$ cat src/inc/sck_pkg.sv
package sck_pkg;

    // ****************************************************************
    // register map of the plain register port
    // ****************************************************************
    localparam logic [3:0] ADDR_CORE_CLOCK_CONTROL = 4'h0;
    localparam logic [3:0] ADDR_FAST_OSC_CONTROL = 4'h1;
    localparam logic [3:0] ADDR_MODE_STATUS = 4'h2;

    // core_clock_control fields
    localparam int SYSCLK_SEL_LSB = 5;
    localparam int HS_KEEP_BIT = 1;
    localparam int LS_KEEP_BIT = 0;
    localparam logic [2:0] SYSCLK_SEL_RST = 3'h1;
    localparam logic [2:0] SYSCLK_SEL_SUB = 3'h7;

    // fast_osc_control fields
    localparam int HS_FREQ_LSB = 2;
    localparam int HS_STABLE_BIT = 1;
    localparam int HS_EN_BIT = 0;
    localparam logic [1:0] HS_FREQ_RST = 2'h0;
    localparam logic HS_EN_RST = 1'b1;

    // ****************************************************************
    // oscillator frequencies and timing
    // ****************************************************************
    localparam int HS_FREQ_12_KHZ = 12000;
    localparam int HS_FREQ_16_KHZ = 16000;
    localparam int HS_FREQ_20_KHZ = 20000;
    localparam int LS_FREQ_HZ = 32000;
    localparam int CLK_SYS_HZ = 40000000;
    // low speed tick: clk_sys cycles per lowrc period, rounded down
    localparam int LS_DIV_CYC = CLK_SYS_HZ / LS_FREQ_HZ;
    localparam int LS_CNT_W = 11;
    // hs oscillator settle time in us, and its count in clk_sys cycles (per-us factor rounded down)
    localparam int HS_SETTLE_US = 10;
    localparam int HS_SETTLE_CYC = (HS_SETTLE_US * (CLK_SYS_HZ / 1000000));
    localparam int SETTLE_W = 9;
    localparam int DIV_W = 6;

    // frequency selection code
    typedef enum logic [1:0] {
        SCK_F12 = 2'b00,
        SCK_F16 = 2'b01,
        SCK_F20 = 2'b10,
        SCK_F12B = 2'b11
    } sck_freq_t;

    // operating modes
    typedef enum logic [2:0] {
        SCK_FAST = 3'b000,
        SCK_SLOW = 3'b001,
        SCK_DEEP_STOP = 3'b010,
        SCK_OFF_LOW = 3'b011,
        SCK_OFF_BOTH = 3'b100,
        SCK_OFF_HIGH = 3'b101
    } sck_mode_t;

    // clock enables handed to the rest of the chip
    typedef struct packed {
        logic core;
        logic hs;
        logic sub;
        logic lowrc;
    } sck_clk_t;

endpackage : sck_pkg

$ cat src/rtl/sck_clock_ctrl.sv
// Functional notes
// - high speed clock from 12/16/20 MHz RC
// - low speed clock from 32kHz RC
// - hs_freq_sel picks 12, 16 or 20 MHz
// - sysclk_sel picks core clock source
// - codes 000-110: hs divided, all clocks run
// - code 111: core on sub_clk
// - hs_osc_en keeps hs running in slow
// - oscillators also feed watchdog and time base
// - halt, both keep bits 0: deep_stop
// - deep_stop lowrc runs only with watchdog
// - halt, ls keep only: cpu_off_low
// - halt, both keep bits: cpu_off_both
// - halt, hs keep only: cpu_off_high
// - sysclk_sel decode, resets to 001
// - hs_freq_sel decode, resets to 00
// - hs_stable_flag clears then sets when stable
module sck_clock_ctrl
    import sck_pkg::*;
(
    input wire logic clk_sys,
    input wire logic nrst,
    input wire logic [3:0] reg_addr,
    input wire logic [7:0] reg_wdata,
    input wire logic reg_wr,
    input wire logic reg_rd,
    output logic [7:0] reg_rdata,
    input wire logic halt_instr,
    input wire logic wake_req,
    input wire logic wdt_en,
    output sck_clk_t clk_en,
    output logic [1:0] hs_freq_out,
    output logic cpu_run,
    output sck_mode_t mode
);

    // ****************************************************************
    // pin synchronisers
    // ****************************************************************
    logic [1:0] wake_sync;
    logic [1:0] wdt_sync;

    // wake comes from another logic block off this clock; two flops
    // trade two cycles of wake latency for a clean level
    always_ff @(posedge clk_sys or negedge nrst) begin
        if (!nrst) begin
            wake_sync <= 2'h0;
        end else begin
            wake_sync <= {wake_sync[0], wake_req};
        end
    end

    // watchdog enable crosses the same way; only bit 1 feeds logic
    always_ff @(posedge clk_sys or negedge nrst) begin
        if (!nrst) begin
            wdt_sync <= 2'h0;
        end else begin
            wdt_sync <= {wdt_sync[0], wdt_en};
        end
    end

    // ****************************************************************
    // registers
    // ****************************************************************
    logic [2:0] sysclk_sel;
    logic hs_keep_on_halt;
    logic ls_keep_on_halt;
    logic [1:0] hs_freq_sel;
    logic hs_osc_en;
    logic hs_stable_flag;
    logic [1:0] hs_freq_active;
    logic [SETTLE_W-1:0] settle_cnt;
    logic settling;

    // core clock control writes; reserved bits are not stored
    always_ff @(posedge clk_sys or negedge nrst) begin
        if (!nrst) begin
            sysclk_sel <= SYSCLK_SEL_RST;
            hs_keep_on_halt <= 1'b0;
            ls_keep_on_halt <= 1'b0;
        end else if (reg_wr && reg_addr == ADDR_CORE_CLOCK_CONTROL) begin
            sysclk_sel <= reg_wdata[SYSCLK_SEL_LSB +: 3];
            hs_keep_on_halt <= reg_wdata[HS_KEEP_BIT];
            ls_keep_on_halt <= reg_wdata[LS_KEEP_BIT];
        end
    end

    // fast oscillator control writes; the stable flag bit is read only
    always_ff @(posedge clk_sys or negedge nrst) begin
        if (!nrst) begin
            hs_freq_sel <= HS_FREQ_RST;
            hs_osc_en <= HS_EN_RST;
        end else if (reg_wr && reg_addr == ADDR_FAST_OSC_CONTROL) begin
            hs_freq_sel <= reg_wdata[HS_FREQ_LSB +: 2];
            hs_osc_en <= reg_wdata[HS_EN_BIT];
        end
    end

    // read data stands in the cycle after the strobe only, and is zero
    // otherwise so that a wired-or read bus can sit behind this port
    // layout: core control {sel, 000, keep hs, keep ls}, osc {0000, freq, flag, en}
    always_ff @(posedge clk_sys or negedge nrst) begin
        if (!nrst) begin
            reg_rdata <= 8'h00;
        end else if (reg_rd) begin
            case (reg_addr)
                ADDR_CORE_CLOCK_CONTROL: reg_rdata <= {sysclk_sel, 3'h0, hs_keep_on_halt, ls_keep_on_halt};
                ADDR_FAST_OSC_CONTROL: reg_rdata <= {4'h0, hs_freq_sel, hs_stable_flag, hs_osc_en};
                ADDR_MODE_STATUS: reg_rdata <= {5'h00, mode};
                default: reg_rdata <= 8'h00;
            endcase
        end else begin
            reg_rdata <= 8'h00;
        end
    end

    // ****************************************************************
    // high speed oscillator run and stability
    // ****************************************************************
    logic hs_run;
    logic freq_change;
    logic hs_start;

    // a frequency write while stable forces a fresh settle
    assign freq_change = hs_stable_flag && (hs_freq_sel != hs_freq_active);

    // restart the settle count on any fresh start, or on a frequency change while stable
    always_ff @(posedge clk_sys or negedge nrst) begin
        if (!nrst) begin
            hs_start <= 1'b0;
        end else begin
            hs_start <= hs_run;
        end
    end

    // a stopped oscillator loses stability; a restart clears the flag first
    always_ff @(posedge clk_sys or negedge nrst) begin
        if (!nrst) begin
            hs_stable_flag <= 1'b0;
            settling <= 1'b1;
            settle_cnt <= '0;
        end else if (!hs_run || freq_change || (hs_run && !hs_start)) begin
            hs_stable_flag <= 1'b0;
            settling <= hs_run;
            settle_cnt <= '0;
        end else if (settling) begin
            if (settle_cnt == SETTLE_W'(HS_SETTLE_CYC - 1)) begin
                hs_stable_flag <= 1'b1;
                settling <= 1'b0;
            end
            settle_cnt <= settle_cnt + SETTLE_W'(1);
        end
    end

    // the new frequency takes effect only at the edge that raises the flag;
    // a restart in that same cycle wins and keeps the old code active
    always_ff @(posedge clk_sys or negedge nrst) begin
        if (!nrst) begin
            hs_freq_active <= HS_FREQ_RST;
        end else if (hs_run && hs_start && settling && settle_cnt == SETTLE_W'(HS_SETTLE_CYC - 1)) begin
            hs_freq_active <= hs_freq_sel;
        end
    end

    // ****************************************************************
    // operating mode machine
    // ****************************************************************
    sck_mode_t next_mode;

    always_comb begin
        next_mode = mode;
        case (mode)
            SCK_FAST, SCK_SLOW: begin
                if (halt_instr) begin
                    case ({hs_keep_on_halt, ls_keep_on_halt})
                        2'b00: next_mode = SCK_DEEP_STOP;
                        2'b01: next_mode = SCK_OFF_LOW;
                        2'b11: next_mode = SCK_OFF_BOTH;
                        default: next_mode = SCK_OFF_HIGH;
                    endcase
                end else if (sysclk_sel == SYSCLK_SEL_SUB) begin
                    next_mode = SCK_SLOW;
                end else if (hs_stable_flag) begin
                    next_mode = SCK_FAST;
                end
            end
            SCK_DEEP_STOP, SCK_OFF_LOW, SCK_OFF_BOTH, SCK_OFF_HIGH: begin
                // resume waits for hs stability when the core needs hs_clk
                if (wake_sync[1] && (sysclk_sel == SYSCLK_SEL_SUB || hs_stable_flag)) begin
                    next_mode = (sysclk_sel == SYSCLK_SEL_SUB) ? SCK_SLOW : SCK_FAST;
                end
            end
            default: next_mode = SCK_FAST;
        endcase
    end

    // mode register; reset lands in fast so the core starts once hs settles
    always_ff @(posedge clk_sys or negedge nrst) begin
        if (!nrst) begin
            mode <= SCK_FAST;
        end else begin
            mode <= next_mode;
        end
    end

    // hs oscillator demand in each mode; waking needs hs if core uses it
    // hs_osc_en is the master switch: with it clear hs stays off in every
    // mode, so software must keep it set while the core runs from hs
    always_comb begin
        case (mode)
            SCK_FAST: hs_run = hs_osc_en;
            SCK_SLOW: hs_run = hs_osc_en;
            SCK_OFF_BOTH, SCK_OFF_HIGH: hs_run = hs_osc_en;
            default: hs_run = wake_sync[1] && sysclk_sel != SYSCLK_SEL_SUB && hs_osc_en;
        endcase
    end

    // ****************************************************************
    // clock dividers and enables
    // ****************************************************************
    logic [DIV_W-1:0] hs_div_cnt;
    logic [LS_CNT_W-1:0] ls_cnt;
    logic ls_tick;
    logic div_tick;

    // low speed tick stands in for the 32kHz oscillator edge
    always_ff @(posedge clk_sys or negedge nrst) begin
        if (!nrst) begin
            ls_cnt <= '0;
        end else if (ls_cnt == LS_CNT_W'(LS_DIV_CYC - 1)) begin
            ls_cnt <= '0;
        end else begin
            ls_cnt <= ls_cnt + LS_CNT_W'(1);
        end
    end
    assign ls_tick = (ls_cnt == '0);

    // free running divider of hs, cleared to zero while hs is not stable
    always_ff @(posedge clk_sys or negedge nrst) begin
        if (!nrst) begin
            hs_div_cnt <= '0;
        end else if (hs_stable_flag) begin
            hs_div_cnt <= hs_div_cnt + DIV_W'(1);
        end else begin
            hs_div_cnt <= '0;
        end
    end

    // divide by 2^sel: a tick whenever the low sel bits are all zero
    always_comb begin
        div_tick = 1'b1;
        for (int i = 0; i < DIV_W; i++) begin
            if (i < int'(sysclk_sel) && hs_div_cnt[i]) begin
                div_tick = 1'b0;
            end
        end
    end

    // ****************************************************************
    // output registers
    // ****************************************************************

    // active frequency code, updated once the oscillator has settled
    always_ff @(posedge clk_sys or negedge nrst) begin
        if (!nrst) begin
            hs_freq_out <= HS_FREQ_RST;
        end else begin
            hs_freq_out <= hs_freq_active;
        end
    end

    // cpu runs only in the two run modes; lags mode by one cycle
    always_ff @(posedge clk_sys or negedge nrst) begin
        if (!nrst) begin
            cpu_run <= 1'b0;
        end else begin
            cpu_run <= (mode == SCK_FAST) || (mode == SCK_SLOW);
        end
    end

    // enables for core, peripheral and watchdog clocks; the core is gated by
    // holding its enable low, so a cut clock never yields a short pulse
    always_ff @(posedge clk_sys or negedge nrst) begin
        if (!nrst) begin
            clk_en <= '0;
        end else begin
            clk_en.hs <= hs_stable_flag;
            clk_en.sub <= ls_tick && mode != SCK_DEEP_STOP && mode != SCK_OFF_HIGH;
            clk_en.lowrc <= ls_tick && (mode != SCK_DEEP_STOP || wdt_sync[1]);
            case (mode)
                SCK_FAST: clk_en.core <= hs_stable_flag && div_tick;
                SCK_SLOW: clk_en.core <= ls_tick;
                SCK_OFF_BOTH: clk_en.core <= (sysclk_sel == SYSCLK_SEL_SUB) ? ls_tick : (hs_stable_flag && div_tick);
                SCK_OFF_LOW: clk_en.core <= (sysclk_sel == SYSCLK_SEL_SUB) && ls_tick;
                SCK_OFF_HIGH: clk_en.core <= (sysclk_sel != SYSCLK_SEL_SUB) && hs_stable_flag && div_tick;
                default: clk_en.core <= 1'b0;
            endcase
        end
    end

endmodule : sck_clock_ctrl

$ cat config.mk
export PLATFORM = sky130hd
export DESIGN_NAME = sck_clock_ctrl
export DESIGN_NICKNAME = d
export VERILOG_FILES = /design/src/inc/sck_pkg.sv /design/src/rtl/sck_clock_ctrl.sv
export SDC_FILE = /design/constraint.sdc
export NUM_CORES = 1
export LEC_CHECK = 0
export ABC_AREA = 1
export ABC_CLOCK_PERIOD_IN_PS = 1660
export BUFFER_PORTS_ARGS = -buffer_cell sky130_fd_sc_hd__buf_2
export CAP_MARGIN = 30
export CORE_MARGIN = 2
export CORE_UTILIZATION = 55
export CTS_CLUSTER_DIAMETER = 30
export DETAILED_ROUTE_END_ITERATION = 8
export PLACE_DENSITY_LB_ADDON = 0.2
export SYNTH_ARGS = -nofsm -noshare
export SYNTH_HDL_FRONTEND = slang
export SYNTH_SLANG_ARGS = --single-unit
$ cat constraint.sdc
create_clock -name clk_sys -period 1.66 [get_ports clk_sys]
set_clock_uncertainty 0.15 [all_clocks]
set_input_delay 0.332 -clock clk_sys [delete_from_list [all_inputs] [get_ports clk_sys]]
set_output_delay 0.332 -clock clk_sys [all_outputs]
set_load 0.02 [all_outputs]
## Word-level counts from Yosys, hierarchy flattened

Cells that the tools add are included.

| word-level totals | value |
|---|---|
| flip-flop bits (word level) | 61 |
| logic and storage cells | 118 |

| cells by class | value |
|---|---|
| magnitude comparators | 6 |
| reductions and logical operators | 41 |
| $add $sub $neg | 3 |
| mux-type cells | 28 |
| eq/ne operators | 18 |

Operators by type and width:

| kind | number |
|---|---|
| 8-bit case mux with 3 select lines | 1 |
| 1-bit logical AND | 23 |
| 9-bit 2-to-1 mux | 2 |
| 1-bit 2-to-1 mux | 15 |
| 3-bit 2-to-1 mux | 4 |
| 11-bit by 1-bit adder with 11-bit output (second input constant) | 1 |
| 11-bit == test (second input constant) | 1 |
| 11-bit logical NOT | 1 |
| 11-bit 2-to-1 mux | 1 |
| 9-bit by 1-bit adder with 9-bit output (second input constant) | 1 |
| 3-bit == test (second input constant) | 3 |
| 9-bit == test (second input constant) | 1 |
| 3-bit case mux with 3 select lines | 1 |
| 8-bit 2-to-1 mux | 1 |
| 4-bit OR reduction | 2 |
| 6-bit by 1-bit adder with 6-bit output (second input constant) | 1 |
| 3-bit by 2-bit == test with 1-bit output (second input constant) | 2 |
| 1-bit by 3-bit < comparator with 1-bit output (first input constant) | 2 |
| 2-bit by 3-bit < comparator with 1-bit output (first input constant) | 2 |
| 3-bit < comparator (first input constant) | 2 |
| 6-bit 2-to-1 mux | 1 |
| 3-bit inequality test (second input constant) | 2 |
| 3-bit case mux with 2 select lines | 1 |
| 1-bit logical OR | 5 |
| other kinds (17) | 20 |

## Longest topological paths before layout

Gate-level depths: netlist of run 1.

| depth | value |
|---|---|
| depth in word-level cells | 11 |
| depth in mapped cells | 9 |

## Worst setup path before layout of run 1

No wires, ideal clock.

| path | value |
|---|---|
| path kind | reg-to-reg |
| start point | register ls_cnt[0] |
| end point | register ls_cnt[8] |
| setup slack | 253 ps |
| buffers on the path | 0 |
| period minus slack after synthesis | 1407 ps |
| arrival | 1144 ps |
| stages on the path, launching flop included | 9 |
| cells stage by stage | dfrtp_1 ha_1 nand2_2 nor2_1 nand2_1 nor2_2 nand3_1 nand2_1 inv_1 |

| on the way | value |
|---|---|
| longest elaborated chain between the ends | 2 |
| elaborated cells on any way between the ends | 3 |

RTL lines:

| what | RTL line | source |
|---|---|---|
| start, declared | sck_clock_ctrl.sv:222 | `logic [LS_CNT_W-1:0] ls_cnt;` |
| start signal, assigned | sck_clock_ctrl.sv:233 | `ls_cnt <= ls_cnt + LS_CNT_W'(1);` |
| 11-bit by 1-bit adder with 11-bit output / 11-bit == test (equally long branches) | sck_clock_ctrl.sv:233, sck_clock_ctrl.sv:230 |  |
| 11-bit 2-to-1 mux (*) | sck_clock_ctrl.sv:230 | `end else if (ls_cnt == LS_CNT_W'(LS_DIV_CYC - 1)) begin` |

Every way passes the cells marked *; elsewhere a longest branch is shown, timed or not.
A chain may end at the register's enable or synchronous reset.

## Worst setup path in the final report of run 1

| path | value |
|---|---|
| start point | register mode[2] |
| end point | output port mode[2] |

RTL lines:

| what | RTL line | source |
|---|---|---|
| start, declared | sck_clock_ctrl.sv:34 | `output sck_mode_t mode` |
| start signal, assigned | sck_clock_ctrl.sv:202 | `mode <= next_mode;` |

No word-level cell between the ends.

==> flow_summary.json, run 1 <==
{
  "yosys_warnings": 0,
  "intPower_uw": 2760,
  "fillers": 427,
  "synth-seq-cells": 60,
  "clkPwrFrac": 0.393,
  "ctsHtreeMaxLevel": 3,
  "postCtsSetupRepairBufs": 0,
  "core-area_mm2": 0.00511,
  "ant_nets": 0,
  "required_ns": 1.18,
  "power.switching_uw": 1090,
  "maxSlewViolCount": 0,
  "numCtsBuffers": 9,
  "synth_adder_area_share": 0.0214,
  "cts.sinks": 60,
  "n_antenna_cell": 0,
  "worst-path-buf-inv": 1,
  "io_pins": 37,
  "clock.fmax_mhz": 644,
  "cap_violations": 0,
  "layoutNonFillerInstCount": 480,
  "power_density_mw_per_mm2": 1110,
  "drcViolationCount": 0,
  "cpPeakStageDelay_ns": 0.51,
  "final_cell_area_mm2": 0.00347,
  "dieArea_mm2": 0.00592,
  "synth-seq-area-share": 0.514,
  "drive_gt1_frac": 0.190,
  "worstPathCellList": "buf_2",
  "power_frac_seq": 0.450,
  "start_util": 0.573,
  "rsz0062_at_grt": "false",
  "grt_pass1_wl_um": 10300,
  "syn_nets": 383,
  "start_kind": "register",
  "yosysTopAreaCell": "dfrtp_1",
  "crit_start": "mode[2]$_DFFE_PN0P_",
  "grt_max_degree": 28,
  "avgSynthCellArea_um2": 8.16,
  "multi_input_area_mm2": 0.00118,
  "synth_top_area_frac": 0.487,
  "drtPass1Iterations": 4,
  "r2r-start": "ls_cnt[1]$_DFF_PN0_",
  "crit_type": "register to output port",
  "clk_latency_ns": 0.33,
  "grt_overflow": 0,
  "arrival_ns": 1.07,
  "dp.cells": 461,
  "ir_worst_vdd_mv": 1.03,
  "wl_per_cell_um": 11.8,
  "outcome": "finished clean",
  "cts_tree": "done",
  "synth_xor_area_frac": 0.0209,
  "grt_pass1_vias": 2331,
  "nNetsFinal": 429,
  "worstSetupEndpointType": "output port",
  "p_sw_frac": 0.282,
  "syn_to_final_growth_pct": 18.5,
  "clock_path_buffers": 2,
  "hold_path_class": "input pin to register",
  "dr_total_vias": 2351,
  "area.sequential_mm2": 0.00151,
  "path_delay_family": "flip-flops",
  "track_usage": 0.221,
  "finalSetupTns_ns": 0,
  "hold_viol_final": 0,
  "fin_hold_ws_ns": 0.0617,
  "setup_viol": 0,
  "cp_slowest_cell": "dfrtp_1",
  "fin_crit_ns": 1.55,
  "grt_antenna_before_repair": 0,
  "via_per_inst": 4.90,
  "min_period_over_period": 0.935,
  "postSynthCellCount": 359,
  "rows": 26,
  "leakagePower_uw": 0.00184,
  "muxShareOfSynthArea": 0.00342,
  "gp_congestion": 0.827,
  "ys_types": 29,
  "synth-compound-area-share": 0.0509,
  "die_w_um": 77.0,
  "die_y_um": 77.0,
  "placed_cell_area_mm2": 0.00320,
  "drt-total-wl_um": 5680,
  "synth_area_mm2": 0.00293,
  "pwr-share-comb": 0.157,
  "clock-root-buffer": "clkbuf_8",
  "synthTopCellsByArea": "dfrtp_1 49%, nand2_1 12%, inv_1 7.1%",
  "drt_iter0_drc": 144,
  "yosys.area_share.simple": 0.303,
  "portBuffers": 34,
  "synth_top_family_by_area": "simple AND/OR/NAND/NOR gates",
  "hp-start": "reg_rd",
  "path_clk_slew_ns": 0.07,
  "critical_path.max_fanout": 8,
  "dpl.hpwl_um": 4180
}
[cells in the mapped netlist]
cell type and instances:
nand2_1 94, dfrtp_1 57, inv_1 55, nor2_1 39, nand3_1 20, o21ai_0 14, a21oi_1 13, nand4_1 11
nor3_1 11, nor2_2 6, ha_1 5, xor2_1 5, nand3_2 4, dfstp_2 3, buf_2 2, buf_4 2
inv_2 2, nand2_2 2, nor2_4 2, nor3_2 2, xnor2_1 2, a31oi_1 1, buf_6 1, conb_1 1
mux2i_1 1, nor3_4 1, nor3b_1 1, o21bai_1 1, or2_1 1
[layout make-up]
| cell class | count | share of cell area |
|---|---|---|
| Sequential cell | 60 | 0.434 |
| Multi-Input combinational cell | 237 | 0.339 |
| Timing Repair Buffer | 40 | 0.0714 |
| Inverter | 57 | 0.0617 |
| Clock buffer | 12 | 0.0476 |
| Tap cell | 70 | 0.0253 |
| Clock inverter | 4 | 0.0202 |
[state kept, by name (all words and copies together), names as in the netlist]
name / flops
cpu_run: 1
hs_keep_on_halt: 1
hs_div_cnt: 6
reg_rdata: 7
hs_freq_out: 2
ls_cnt: 11
hs_start: 1
settling: 1
ls_keep_on_halt: 1
sysclk_sel: 3
hs_stable_flag: 1
wdt_sync: 2
wake_sync: 2
mode: 3
hs_freq_sel: 2
hs_osc_en: 1
clk_en: 4
hs_freq_active: 2
settle_cnt: 9
[power groups by stage]
stage / registers [uW] / clock network (uW) / logic (uW)
5_1_grt: 1750 / 1610 / 694
4_1_cts: 1730 / 1530 / 610
6_report: 1730 / 1510 / 602
3_3_place_gp: 1750 / 0 / 590
2_1_floorplan: 1750 / 0 / 410
3_5_place_dp: 1750 / 0 / 600
[cells by family (layout without fill, tap and decap cells)]
| logic type | Yosys count | after routing |
|---|---|---|
| other cells | 1 | 1 |
| flops | 60 | 60 |
| buf+inv | 62 | 113 |
| xor+xnor | 7 | 7 |
| mux | 1 | 1 |
| simple gates | 194 | 194 |
| fa+ha+maj | 5 | 5 |
| compound gates | 29 | 29 |
[through the flow]
stage / setup WS (ns) / util / power [uW]
finish: 0.108 / 0.679 / 3840
global route: 0.0130 / 0.679 / 4050
CTS: 0.0162 / 0.678 / 3870
detailed placement: 0.134 / 0.626 / 2350
global placement: 0.159 / 0.626 / 2340
floorplan: 0.253 / - / 2160
[placed cells by master (no fill, tap or decap), drive strengths merged, types with 2 or more instances in the layout]
| cell | count |
|---|---|
| a21oi | 13 |
| buf | 37 |
| bufinv | 2 |
| clkbuf | 12 |
| clkinv | 2 |
| dfrtp | 57 |
| dfstp | 3 |
| dlygate4sd3 | 3 |
| ha | 5 |
| inv | 57 |
| nand2 | 96 |
| nand3 | 24 |
| nand4 | 11 |
| nor2 | 47 |
| nor3 | 14 |
| o21ai | 14 |
| xnor2 | 2 |
| xor2 | 5 |
[metal layers]
layer | global-route usage | routed length, um
met2 | 0.362 | 2780
met4 | 0.100 | 100
met3 | 0.0424 | 203
met5 | 0 | 0
met1 | 0.286 | 2600
[path summary, 6_finish.rpt]
path                                              to  slack, ns  depth (start not counted)
max                                          mode[2]       0.11                          1
min                           reg_rdata[1]$_DFF_PN0_       0.06                          3
max reg2reg                      ls_cnt[8]$_DFF_PN0_       0.17                          8
min reg2reg                    wdt_sync[1]$_DFF_PN0_       0.20                          0
max in group asynchronous  sysclk_sel[0]$_DFFE_PN1P_       0.51                          3
min in group asynchronous  settle_cnt[6]$_DFFE_PN0P_       0.32                          2
[worst register-to-register path: stages, from the launching register on]
cell     delay [ns]
dfrtp_1        0.41
ha_2           0.24
nand2_2        0.07
nor2_1         0.09
nand2_1        0.10
nor2_2         0.14
nand3_1        0.08
nand2_1        0.07
inv_1          0.03
[repair_timing]
item,4_1_cts,5_1_grt
hold endpoints to repair,14,0
gates resized for setup,0,3
setup endpoints to repair,0,3
hold buffers,3,0
No activity file was read; power rests on OpenSTA's default activity.
==> run 2: changes to the inputs <==
==> constraint.sdc (replaced) <==
create_clock -name clk_sys -period 1.66 [get_ports clk_sys]
set_clock_uncertainty 0.15 [all_clocks]
set_input_delay 0 -clock clk_sys [delete_from_list [all_inputs] [get_ports clk_sys]]
set_output_delay 0 -clock clk_sys [all_outputs]
set_load 0.02 [all_outputs]
==> flow_summary.json, run 2 (synthesis gave the netlist of run 1 again) <==
{
  "dr_total_vias": 2469,
  "grt_pass1_wl_um": 10700,
  "finalSetupTns_ns": 0,
  "placed_cell_area_mm2": 0.00317,
  "leakagePower_uw": 0.00192,
  "layout_common_cells": "94 x nand2_1, 56 x dfrtp_1, 55 x inv_1",
  "track_usage": 0.231,
  "grt_overflow": 0,
  "power_density_mw_per_mm2": 1030,
  "cap_violations": 0,
  "drive_gt1_frac": 0.173,
  "clock_path_buffers": 2,
  "setup_viol": 0,
  "hold_depth": 6,
  "worstPathCellList": "nand2_1 -> nand3_1 -> nand2_1 -> dlygate4sd3_1 -> inv_1",
  "portBuffers": 34,
  "layout_commonest_cell": "nand2_1",
  "grt_antenna_before_repair": 0,
  "hold_viol_final": 0,
  "ir_worst_vdd_mv": 0.869,
  "arrival_ns": 1.73,
  "ctsHtreeMaxLevel": 3,
  "final_cell_area_mm2": 0.00365,
  "outcome": "finished clean",
  "worst-path-buf-inv": 2,
  "fin_crit_ns": 1.60,
  "required_ns": 1.79,
  "r2r_cells": 5,
  "drt_iter0_drc": 138,
  "power_uw": 3750,
  "rsz0062_at_grt": "false",
  "cp_slowest_cell": "dfstp_2",
  "rows": 26,
  "r2r-end": "reg_rdata[0]$_DFF_PN0_",
  "largest_reg_flops": 11,
  "start_util": 0.573,
  "hold_path_class": "input pin to register",
  "core-area_mm2": 0.00511,
  "ant_nets": 0,
  "cts.sinks": 60,
  "critical_path.max_fanout": 3,
  "nNetsFinal": 453,
  "max_flop_register": "ls_cnt",
  "maxSlewViolCount": 0,
  "min_period_over_period": 0.967,
  "largestRegisters": "ls_cnt x11, settle_cnt x9, reg_rdata x7",
  "n_antenna_cell": 0,
  "r2r-start": "hs_osc_en$_DFFE_PN1P_",
  "dpl.hpwl_um": 4090,
  "start_kind": "register",
  "clock-root-buffer": "clkbuf_8",
  "drt-total-wl_um": 6100,
  "grt_pass1_vias": 2445,
  "die_w_um": 77.0,
  "cpPeakStageDelay_ns": 0.56,
  "wl_per_cell_um": 12.1,
  "cts_tree": "done",
  "drtPass1Iterations": 4,
  "numCtsBuffers": 9,
  "hp-start": "reg_addr[0]",
  "path_common_cell": "nand2_1",
  "via_per_inst": 4.91,
  "grt_max_degree": 35,
  "fillers": 411,
  "clock.fmax_mhz": 623,
  "worstSetupEndpointType": "register",
  "gp_congestion": 0.897,
  "clk_latency_ns": 0.34,
  "path_clk_slew_ns": 0.07,
  "path_delay_family": "buffers and inverters",
  "worstHoldEndpoint": "reg_rdata[1]$_DFF_PN0_",
  "die_y_um": 77.0,
  "crit_type": "register to register",
  "io_pins": 37,
  "timing.reg2reg.setup_slack_ns": 0.06,
  "dieArea_mm2": 0.00592,
  "drcViolationCount": 0,
  "syn_to_final_growth_pct": 24.5
}
## run 2: cell count changes in the layout (fill, tap and decap cells not counted)
cell	change
dlygate4sd3_1	+23
buf_4	+3
clkbuf_8	-3
buf_12	-2
clkbuf_1	+1
clkinvlp_4	+1
ha_1	+1
ha_2	-1
nor2_1	+1
nor2_2	-1
## run 2: area by class of cell
class	count	area (um2)	share of cell area
multi-input combinational	237	1170	0.322
clock buffer	10	128	0.0350
clock inverter	5	77.6	0.0213
timing repair buffer	64	460	0.126
tap	70	87.6	0.0240
sequential	60	1510	0.413
inverter	57	214	0.0587
## run 2: timing repair
action | 4_1_cts | 5_1_grt
hold buffers | 26 | 0
setup endpoints to repair | 0 | 2
setup buffers | 0 | 1
hold endpoints to repair | 80 | 0
resized for setup | 0 | 1
## run 2: per-layer routing
metal / wire length, um / global-route usage / vias up
met1: 2730 / 0.293 / 1143
met3: 263 / 0.0682 / 13
met4: 111 / 0.0836 / 0
li1: - / - / 1259
met2: 2990 / 0.378 / 54
met5: 0 / 0 / -
## run 2: tightest hold or removal path, cell delays in order
cell and delay (ns):
buf_2 0.13, nor3_1 0.09, nand2_1 0.08, nand3_1 0.07
nand2_1 0.06, inv_1 0.04
## run 2: worst max-delay path by stage
stage | from | end | slack, ns | depth (start not counted)
floorplan | ls_cnt[0]$_DFF_PN0_ | ls_cnt[8]$_DFF_PN0_ | 0.25 | 8
detailed placement | sysclk_sel[0]$_DFFE_PN1P_ | settle_cnt[7]$_DFFE_PN0P_ | 0.18 | 7
finish | hs_osc_en$_DFFE_PN1P_ | reg_rdata[0]$_DFF_PN0_ | 0.06 | 5
global route | hs_osc_en$_DFFE_PN1P_ | reg_rdata[0]$_DFF_PN0_ | 0.004 | 5
CTS | hs_osc_en$_DFFE_PN1P_ | reg_rdata[0]$_DFF_PN0_ | 0.06 | 5
global placement | ls_cnt[1]$_DFF_PN0_ | ls_cnt[8]$_DFF_PN0_ | 0.21 | 8
## run 2: metrics by stage
| step | setup slack [ns] | hold WS [ns] | util | instances |
|---|---|---|---|---|
| final | 0.0552 | 0.0347 | 0.714 | 503 |
| after global routing | 0.00397 | 0.0612 | 0.714 | 503 |
| after CTS | 0.0592 | 0.00472 | 0.712 | 502 |
| after detailed placement | 0.181 | -0.125 | 0.621 | 461 |
| after global placement | 0.205 | -0.124 | 0.621 | 461 |
| after floorplan | 0.253 | -0.446 | - | 359 |
## run 2: where the power goes
part / internal, uW / switching [uW]
Clock: 831 / 544
Sequential: 1580 / 146
Combinational: 240 / 409
Total: 2660 / 1100
